==> config.mk <==
export PLATFORM = sky130hd
export DESIGN_NAME = clls_load_switch
export DESIGN_NICKNAME = d
export VERILOG_FILES = /design/src/design/clls_pkg.sv /design/src/design/clls_load_switch.sv
export SDC_FILE = /design/constraint.sdc
export NUM_CORES = 1
export LEC_CHECK = 0
export BUFFER_PORTS_ARGS = -buffer_cell sky130_fd_sc_hd__buf_2
export CAP_MARGIN = 5
export CORE_ASPECT_RATIO = 0.8
export CORE_UTILIZATION = 50
export DETAILED_ROUTE_END_ITERATION = 12
export PLACE_DENSITY = 0.66
export SYNTH_ARGS = -nofsm -noshare
export SYNTH_HDL_FRONTEND = slang
export SYNTH_SLANG_ARGS = --single-unit
==> constraint.sdc <==
create_clock -name clk_sys_in -period 9.9 [get_ports clk_sys_in]
set_input_delay 1.98 -clock clk_sys_in [delete_from_list [all_inputs] [get_ports clk_sys_in]]
set_output_delay 1.98 -clock clk_sys_in [all_outputs]
set_load 0.1 [all_outputs]
==> src/design/clls_pkg.sv <==
// Package for the charge-level load switch: field widths, thresholds,
// and timing counts. Assumes a 100 MHz system clock.
package clls_pkg;

  localparam int          CLK_HZ            = 100_000_000;
  localparam int          SOC_W             = 7;
  localparam int          KNOB_W            = 4;
  localparam int          ID_W              = 4;
  localparam logic [3:0]  KNOB_MAX          = 4'h9;
  localparam logic [6:0]  SOC_STEP          = 7'h0a;
  localparam logic [1:0]  REPEAT_NEED       = 2'h3;
  localparam int          PKT_BITS          = SOC_W + ID_W + ID_W + 1;

  // Warning phase: a beep at the start, then ten more over about one minute
  localparam int          WARN_TOTAL_S      = 60;
  localparam logic [3:0]  WARN_BEEPS        = 4'ha;
  localparam int          WARN_GAP_MS       = WARN_TOTAL_S * 1000 / 10;
  localparam longint      WARN_GAP_CYC      = longint'(WARN_GAP_MS) * (CLK_HZ / 1000);

  // Short beep length for knob steps and warning beeps
  localparam int          BEEP_MS           = 100;
  localparam int          BEEP_CYC          = BEEP_MS * (CLK_HZ / 1000);

  // Expected packet interval about one minute
  localparam int          PKT_INTERVAL_S    = 60;
  localparam longint      PKT_INTERVAL_CYC  = longint'(PKT_INTERVAL_S) * CLK_HZ;
  localparam logic [3:0]  LOSS_INTERVALS    = 4'h3;

  // Input filter: button and jumper settle time
  localparam int          DEBOUNCE_MS       = 20;
  localparam int          DEBOUNCE_CYC      = DEBOUNCE_MS * (CLK_HZ / 1000);

  localparam int          CNT_W             = 36;

endpackage : clls_pkg

==> src/design/clls_load_switch.sv <==
// Charge-level load switch: validates state-of-charge packets, runs the
// shutdown/activation hysteresis, warning beeps, button and alarms.
// Assumes packets arrive already framed with an error flag from a receiver
// on the same clock; knobs, jumpers and button are asynchronous pins.
`timescale 1ns/1ps

module clls_load_switch (
  // Clock and reset
  input  wire logic                        clk_sys_in,
  input  wire logic                        rst_in,
  // Received packet, one-cycle strobe from the line receiver
  input  wire logic                        pkt_valid_in,
  input  wire logic                        pkt_error_in,
  input  wire logic [clls_pkg::SOC_W-1:0]  pkt_soc_in,
  input  wire logic [clls_pkg::ID_W-1:0]   pkt_gen_id_in,
  input  wire logic [clls_pkg::ID_W-1:0]   pkt_surplus_id_in,
  input  wire logic                        pkt_day_in,
  // Front panel pins
  input  wire logic [clls_pkg::KNOB_W-1:0] shutdown_threshold_knob_in,
  input  wire logic [clls_pkg::KNOB_W-1:0] activation_threshold_knob_in,
  input  wire logic                        jumper_soc_mgr_in,
  input  wire logic                        jumper_solar_mgr_in,
  input  wire logic                        jumper_buzzer_in,
  input  wire logic                        button_in,
  // Unused input, then outputs
  input  wire logic                        unused_dummy_in,
  output logic                             load_on_out,
  output logic                             buzzer_out,
  output logic                             gen_mode_out,
  output logic                             data_ok_out,
  output logic                             warning_out,
  output logic                             config_error_out
);
  import clls_pkg::*;

  typedef struct packed {
    logic [2:0]          btn_s;
    logic [2:0]          jb_s;
    logic [2:0]          jsoc_s;
    logic [2:0]          jsol_s;
    logic [KNOB_W-1:0]   k1_a, k1_b, k1_c;
    logic [KNOB_W-1:0]   k2_a, k2_b, k2_c;
    logic [KNOB_W-1:0]   k1_r, k2_r;
    logic                btn_r, jb_r, jsoc_r, jsol_r;
    logic [PKT_BITS-1:0] cand_r;
    logic [1:0]          rep_r;
    logic [SOC_W-1:0]    soc_r;
    logic                valid_r;
    logic [CNT_W-1:0]    loss_cnt_r;
    logic [3:0]          loss_int_r;
    logic                auto_on_r;
    logic                blocked_r;
    logic                manual_r;
    logic                started_r;
    logic                warn_r;
    logic [3:0]          warn_n_r;
    logic [CNT_W-1:0]    warn_cnt_r;
    logic [CNT_W-1:0]    beep_cnt_r;
    logic                load_r;
    logic                buz_r;
    logic                gen_r;
    logic                err_r;
    logic [2:0]          fill_r;
  } clls_state_t;

  clls_state_t s_r, s_nxt;

  logic                   btn_press;
  logic                   cfg_err;
  logic                   soc_mode;
  logic [PKT_BITS-1:0]    pkt_word;
  logic [SOC_W-1:0]       off_lvl;
  logic [SOC_W-1:0]       on_lvl;
  logic                   below_off;
  logic                   above_on;
  logic                   knob_step;

  always_comb begin
    s_nxt = s_r;

    // Three-stage input sync; change counts when stages 2 and 3 agree
    s_nxt.btn_s  = {s_r.btn_s[1:0], button_in};
    s_nxt.jb_s   = {s_r.jb_s[1:0], jumper_buzzer_in};
    s_nxt.jsoc_s = {s_r.jsoc_s[1:0], jumper_soc_mgr_in};
    s_nxt.jsol_s = {s_r.jsol_s[1:0], jumper_solar_mgr_in};
    s_nxt.k1_a   = shutdown_threshold_knob_in;
    s_nxt.k1_b   = s_r.k1_a;
    s_nxt.k1_c   = s_r.k1_b;
    s_nxt.k2_a   = activation_threshold_knob_in;
    s_nxt.k2_b   = s_r.k2_a;
    s_nxt.k2_c   = s_r.k2_b;
    // Pins load silently until the syncs hold real values: no false beep
    if (s_r.fill_r != 3'h4) begin
      s_nxt.fill_r = s_r.fill_r + 3'h1;
    end
    if (s_r.btn_s[1] == s_r.btn_s[2]) begin
      s_nxt.btn_r = s_r.btn_s[2];
    end
    if (s_r.jsoc_s[1] == s_r.jsoc_s[2]) begin
      s_nxt.jsoc_r = s_r.jsoc_s[2];
    end
    if (s_r.jsol_s[1] == s_r.jsol_s[2]) begin
      s_nxt.jsol_r = s_r.jsol_s[2];
    end
    btn_press = s_nxt.btn_r & ~s_r.btn_r;

    // Knobs and buzzer jumper frozen during the warning phase; mode jumpers are not
    knob_step = 1'b0;
    if (!s_r.warn_r) begin
      if (s_r.jb_s[1] == s_r.jb_s[2]) begin
        s_nxt.jb_r = s_r.jb_s[2];
      end
      if (s_r.k1_b == s_r.k1_c && s_r.k1_c != s_r.k1_r) begin
        s_nxt.k1_r = s_r.k1_c;
        knob_step  = (s_r.fill_r == 3'h4);
      end
      if (s_r.k2_b == s_r.k2_c && s_r.k2_c != s_r.k2_r) begin
        s_nxt.k2_r = s_r.k2_c;
        knob_step  = (s_r.fill_r == 3'h4);
      end
    end

    // Equal knobs, out-of-range knobs or no/both mode jumpers
    cfg_err = (s_r.fill_r == 3'h4) &&
              ((s_r.k1_r == s_r.k2_r) || (s_r.k1_r > KNOB_MAX) ||
               (s_r.k2_r > KNOB_MAX) || (s_r.jsoc_r == s_r.jsol_r));
    soc_mode = s_r.jsoc_r && (s_r.k1_r < s_r.k2_r);
    s_nxt.gen_r = s_r.jsoc_r && (s_r.k1_r > s_r.k2_r);
    s_nxt.err_r = cfg_err;

    // Packet acceptance after three matching error-free receptions
    pkt_word = {pkt_soc_in, pkt_gen_id_in, pkt_surplus_id_in, pkt_day_in};
    if (pkt_valid_in && !pkt_error_in) begin
      s_nxt.loss_cnt_r = '0;
      s_nxt.loss_int_r = '0;
      if (pkt_word != s_r.cand_r || s_r.rep_r == 2'h0) begin
        s_nxt.cand_r = pkt_word;
        s_nxt.rep_r  = 2'h1;
      end else if (s_r.rep_r != REPEAT_NEED) begin
        s_nxt.rep_r = s_r.rep_r + 2'h1;
      end
      if (pkt_word == s_r.cand_r && s_r.rep_r >= REPEAT_NEED - 2'h1) begin
        s_nxt.soc_r   = pkt_soc_in;
        s_nxt.valid_r = 1'b1;
      end
    end else if (s_r.loss_cnt_r == CNT_W'(PKT_INTERVAL_CYC - 1)) begin
      s_nxt.loss_cnt_r = '0;
      if (s_r.loss_int_r == LOSS_INTERVALS - 4'h1) begin
        s_nxt.valid_r = 1'b0;
        s_nxt.rep_r   = 2'h0;
      end else begin
        s_nxt.loss_int_r = s_r.loss_int_r + 4'h1;
      end
    end else begin
      s_nxt.loss_cnt_r = s_r.loss_cnt_r + CNT_W'(1);
    end

    off_lvl   = SOC_W'({3'h0, s_r.k1_r} + 7'h1) * SOC_STEP;
    on_lvl    = SOC_W'({3'h0, s_r.k2_r}) * SOC_STEP;
    below_off = s_r.soc_r < off_lvl;
    above_on  = s_r.soc_r >= on_lvl;

    // Automatic decision with hysteresis
    if (!s_r.valid_r || !soc_mode) begin
      s_nxt.auto_on_r = 1'b1;
      s_nxt.blocked_r = 1'b0;
      s_nxt.warn_r    = 1'b0;
    end else if (!s_r.started_r) begin
      s_nxt.started_r = 1'b1;
      s_nxt.auto_on_r = !below_off || above_on;
      s_nxt.blocked_r = below_off && !above_on;
    end else if (s_r.warn_r) begin
      if (s_r.warn_cnt_r == CNT_W'(WARN_GAP_CYC - 1)) begin
        s_nxt.warn_cnt_r = '0;
        s_nxt.warn_n_r   = s_r.warn_n_r + 4'h1;
        s_nxt.beep_cnt_r = CNT_W'(BEEP_CYC);
        if (s_r.warn_n_r == WARN_BEEPS - 4'h1) begin
          s_nxt.warn_r    = 1'b0;
          s_nxt.auto_on_r = 1'b0;
          s_nxt.blocked_r = 1'b1;
          s_nxt.manual_r  = 1'b0;
        end
      end else begin
        s_nxt.warn_cnt_r = s_r.warn_cnt_r + CNT_W'(1);
      end
    end else if (s_r.blocked_r) begin
      if (above_on) begin
        s_nxt.blocked_r = 1'b0;
        s_nxt.auto_on_r = 1'b1;
      end
    end else if (below_off) begin
      if (s_r.jb_r && s_r.load_r) begin
        s_nxt.warn_r     = 1'b1;
        s_nxt.warn_n_r   = '0;
        s_nxt.warn_cnt_r = '0;
        s_nxt.beep_cnt_r = CNT_W'(BEEP_CYC);
      end else begin
        s_nxt.auto_on_r = 1'b0;
        s_nxt.blocked_r = 1'b1;
        s_nxt.manual_r  = 1'b0;
      end
    end
    if (!s_r.valid_r) begin
      s_nxt.started_r = 1'b0;
    end

    // Button toggles when not blocked, data or not
    if (btn_press && !s_r.blocked_r) begin
      s_nxt.manual_r = ~s_r.manual_r;
    end

    if (s_r.blocked_r) begin
      s_nxt.load_r = s_r.btn_r;
    end else begin
      s_nxt.load_r = s_r.auto_on_r ^ s_r.manual_r;
    end

    // Beeps: knob steps, warnings; data loss makes no sound
    if (knob_step) begin
      s_nxt.beep_cnt_r = CNT_W'(BEEP_CYC);
    end else if (s_r.beep_cnt_r != '0 && s_nxt.beep_cnt_r == s_r.beep_cnt_r) begin
      s_nxt.beep_cnt_r = s_r.beep_cnt_r - CNT_W'(1);
    end
    s_nxt.buz_r = cfg_err || (s_r.beep_cnt_r != '0);
  end

  always_ff @(posedge clk_sys_in) begin
    if (rst_in) begin
      s_r <= '0;
    end else begin
      s_r <= s_nxt;
    end
  end

  assign load_on_out      = s_r.load_r;
  assign buzzer_out       = s_r.buz_r;
  assign gen_mode_out     = s_r.gen_r;
  assign data_ok_out      = s_r.valid_r;
  assign warning_out      = s_r.warn_r;
  assign config_error_out = s_r.err_r;

endmodule // clls_load_switch

Yosys cells after proc, flatten, opt, wreduce, memory -nomap -nowiden --
Cells that the tools add are included.
Storage, ports and cells: register bits 202, word-level logic and storage cells 189
Cells by class: multipliers 2, reduce and logical (&&, ||, !) cells 50, mux-type cells 42, order comparisons 7, $add $sub $neg 8, eq/ne operators 36, bitwise operators 8
Operators by type and width (count):
- 77-bit two-way mux | 4
- 36-bit two-way mux | 6
- 36-bit by 1-bit adder with 36-bit output (second input constant) | 2
- 41-bit two-way mux | 1
- 36-bit by 30-bit equality test with 1-bit output (second input constant) | 1
- 36-bit by 33-bit equality test with 1-bit output (second input constant) | 1
- 36-bit equality test | 1
- 36-bit nonzero test | 1
- 36-bit by 1-bit subtractor with 36-bit output (second input constant) | 1
- 24-bit two-way mux | 1
- 2-bit two-way mux | 10
- 16-bit equality test | 1
- 16-bit inequality test | 1
- 3-bit two-way mux | 5
- 2-bit AND reduction | 7
- 4-bit equality test | 3
- 1-bit two-way mux | 12
- 3-bit by 2-bit inequality test with 1-bit output (second input constant) | 4
- 1-bit logical AND | 11
- 5-bit AND reduction | 2
- 2-bit nonzero test | 5
- 3-bit by 1-bit inequality test with 1-bit output (second input constant) | 3
- 4-bit by 1-bit adder with 4-bit output (second input constant) | 2
- 4-bit > comparator (second input constant) | 2
- other kinds (36) | 66

Logic depth before layout (Yosys ltp) --
depth after elaboration 12, mapped depth 15, depth with buffers taken out 14

Worst setup path before layout --
OpenSTA, ideal clock, no wires.
path type reg-to-reg, start point register s_r[162] (netlist bit), end point register s_r[78] (netlist bit), data required time 9.829 ns, arrival 3.817 ns, stages on the path, launching flop included 15, library setup time 0.071 ns, setup slack 6.012 ns, period minus slack after synthesis 3.888 ns, path through dfxtp_1 -> inv_1 -> ha_1 -> ha_1 -> ha_1 -> fa_1 -> xor2_1 -> xnor2_1 -> ha_1 -> o21ai_0 -> nor2_1 -> o41ai_4 -> nand4_1 -> or4_1 -> a21oi_1
Between the ends: cells in the longest elaborated chain, start to end 6, elaborated cells between the ends (all ways) 10
RTL lines:
- start, declared | RTL line clls_load_switch.sv:66 | clls_state_t s_r, s_nxt;
- start signal, assigned | RTL line clls_load_switch.sv:231 | s_r <= s_nxt;
- branches (longest 5 deep; another with 7-bit < comparator)
- 5-bit AND reduction (no line) *
Every way passes the cells marked *. A chain may end at the register's enable or synchronous reset.

Worst setup path in the final report --
start point register s_r[162] (netlist bit), end point register s_r[61] (netlist bit)
Same word-level chain as after synthesis.

==> qor.yml <==
wl_per_cell_um: 14.2
ys_ff_latch: 202
finalHoldViolCount: 0
die_y_um: 127
syn_inst: 1090
skew_ns: 0.0109
wirelength_um: 19800
grt_max_degree: 88
ctsResizeCount: 0
area_growth_pct: 11.5
cp.required_ns: 10.24
synth-main-ff-cell: "dfxtp_1"
dr_total_vias: 7633
start_util_pct: 51.2
grt_remaining_overflow: 0
core_area_um2: 19000
dp_hpwl_um: 13200
final_cell_mix: "dfxtp_1 (202), nor2_1 (145), xnor2_1 (61), nand2_1 (59), xor2_1 (58)"
die_w_um: 158
crit_type: "reg -> reg"
via_per_inst: 5.49
postCtsSetupBuffers: 0
final_core_utilization_pct: 57.1
cp_max_fo: 34
cts_sinks: 202
antenna_found_initial: 0
firstDrtPassIters: 5
worstPathArrival_ns: 5.20
yosysUniqueCellTypes: 64
pin_count: 39
p_leak_nw: 4.09
synth-edff-count: 0
netlist_top_cells_area: "dfxtp_1 (42%), nor2_1 (5.6%), xnor2_1 (5.5%), xor2_1 (5.2%), ha_1 (4.8%)"
hold_path.class: "reg -> reg"
netlist.area_leader.share_pct: 41.6
grt_use_total_pct: 20.2
status: "completed"
hold_buffers: 0
clk_pin_slew_worst_paths_ns: 0.06
powerDensity_nw_per_um2: 210
die_area_um2: 20000
synthesis.area_per_instance_um2: 8.91
io_buffers: 37
setup_viol: 0
async_flop_share_pct: 0
syn_area_um2: 9710
grt_pass1_vias: 6926
cts_tree: "done"
worst_slew_pin_slew_ns: 1.16
fmax_ghz: 0.206
nNetsFinal: 1189
drc_errors: 0
cts-htree-levels: 1
antenna_left: 0
drive_above_1_share_pct: 8.21
std_cell_rows: 45
fin_crit_sh_pct: 49.1
final_area_um2: 10800
seq_area_frac_synth_pct: 41.6
cts-buffers-inserted: 22
critical_path.endpoint_type: "flop"
worstSetupStartpointType: "flop"
syn_nets: 1162
clock_path_buffers: 3
max-vdd-ir-drop_v: 0.000182
drt_iter0_drc: 327
slew_violations: 0
grt_pass1_wl_um: 33600
synth_area_leader_cell: "dfxtp_1"
root_buffer: "clkbuf_16"
layout.cells.most_common: "dfxtp_1"
dpl_cell_area_um2: 10100
globalplace.congestion: 0.836
finalCriticalPeriod_ns: 4.86
cap_violations: 0
synth_warnings: 0
insertion_delay_ns: 0.50
fin_tns_setup_ns: 0
slew_headroom_pct: 22.8
num_antenna_cells: 0
rsz0062_at_grt: "no"
report_power, final:
group / total [mW] / internal [mW] / switching (mW)
Combinational: 0.512 / 0.211 / 0.301
Sequential: 0.955 / 0.884 / 0.0712
Clock: 0.807 / 0.477 / 0.330
Total: 2.27 / 1.57 / 0.702
cell families (layout without fill, tap and decap cells):
kind of cell | count (synthesis) | count (layout) | synth area share, %
multiplexers | 36 | 36 | 3.71
adder cells (fa/ha/maj) | 39 | 39 | 5.18
AO/OA/AOI/OAI | 113 | 113 | 7.83
XOR/XNOR | 119 | 119 | 10.7
flip-flops | 202 | 202 | 41.6
AND/OR/NAND/NOR | 508 | 508 | 28.0
buffers and inverters | 73 | 116 | 2.92
routing by layer:
metal  up-vias  share of wire, %  GRT usage [%]
met2       117                42           30.6
met3        23               3.8           3.11
met5         -                 0              0
li1       3912                 -              -
met4         0               1.9           4.63
met1      3581                52           29.9
state kept, by name, summed over array words and instances, names as in the netlist:
register	count
gen_mode_out	1
buzzer_out	1
warning_out	1
config_error_out	1
s_r	172
data_ok_out	1
s_nxt	24
load_on_out	1
layout make-up:
| type | count | area [um^2] |
|---|---|---|
| inverter | 33 | 124 |
| clock buffer | 33 | 643 |
| sequential | 202 | 4040 |
| clock inverter | 7 | 73.8 |
| tap | 258 | 323 |
| timing repair buffer | 43 | 233 |
| multi-input combinational | 815 | 5390 |
| fill | 1749 | 8140 |
path summary, 6_finish.rpt:
check	slack (ns)	startpoint	cells after the start	endpoint
setup reg to reg	5.04	s_r[162]	14	s_r[61]
hold reg to reg	0.43	s_nxt[184]	1	s_nxt[180]
hold / removal	0.43	s_nxt[184]	1	s_nxt[180]
setup / recovery	5.04	s_r[162]	14	s_r[61]
Yosys cell counts, drive strengths merged (3+ instances only):
master and count:
and3 13, inv 33, dfxtp 202, nand4 42, or3 18, xnor2 61, nor4 28, ha 37
and2 9, o21ai 21, mux2i 36, o31ai 9, nand3 43, nand2 60, or4 14, nor3 46
nor2 145, and4 10, a21o 3, nor3b 5, nor4b 14, nor2b 38, clkbuf 30, buf 10
nand2b 7, nand4b 3, o211ai 8, nand3b 5, xor2 58, a21oi 44
metrics by stage:
| step | instances | setup WS, ns | total power [mW] | hold slack (ns) |
|---|---|---|---|---|
| finish | 1391 | 5.04 | 2.27 | 0.434 |
| global route | 1391 | 4.60 | 2.40 | 0.453 |
| CTS | 1391 | 5.01 | 2.29 | 0.437 |
| detailed placement | 1351 | 5.03 | 1.48 | 0.424 |
| global placement | 1351 | 5.11 | 1.47 | 0.420 |
| floorplan | 1090 | 6.01 | 1.37 | 0.414 |
worst max-delay path, cell delays in order (launching register included):
cell and delay (ns):
dfxtp_1 0.47, inv_1 0.14, ha_1 0.35, ha_1 0.29, ha_1 0.21, fa_1 0.37
xor2_1 0.18, xnor2_1 0.13, ha_1 0.29, o21ai_0 0.08, nor2_1 0.12, o41ai_4 0.63
o211ai_1 0.38, nand2_1 0.95, nor2_1 0.12
Power figures use the tool's default switching activity.
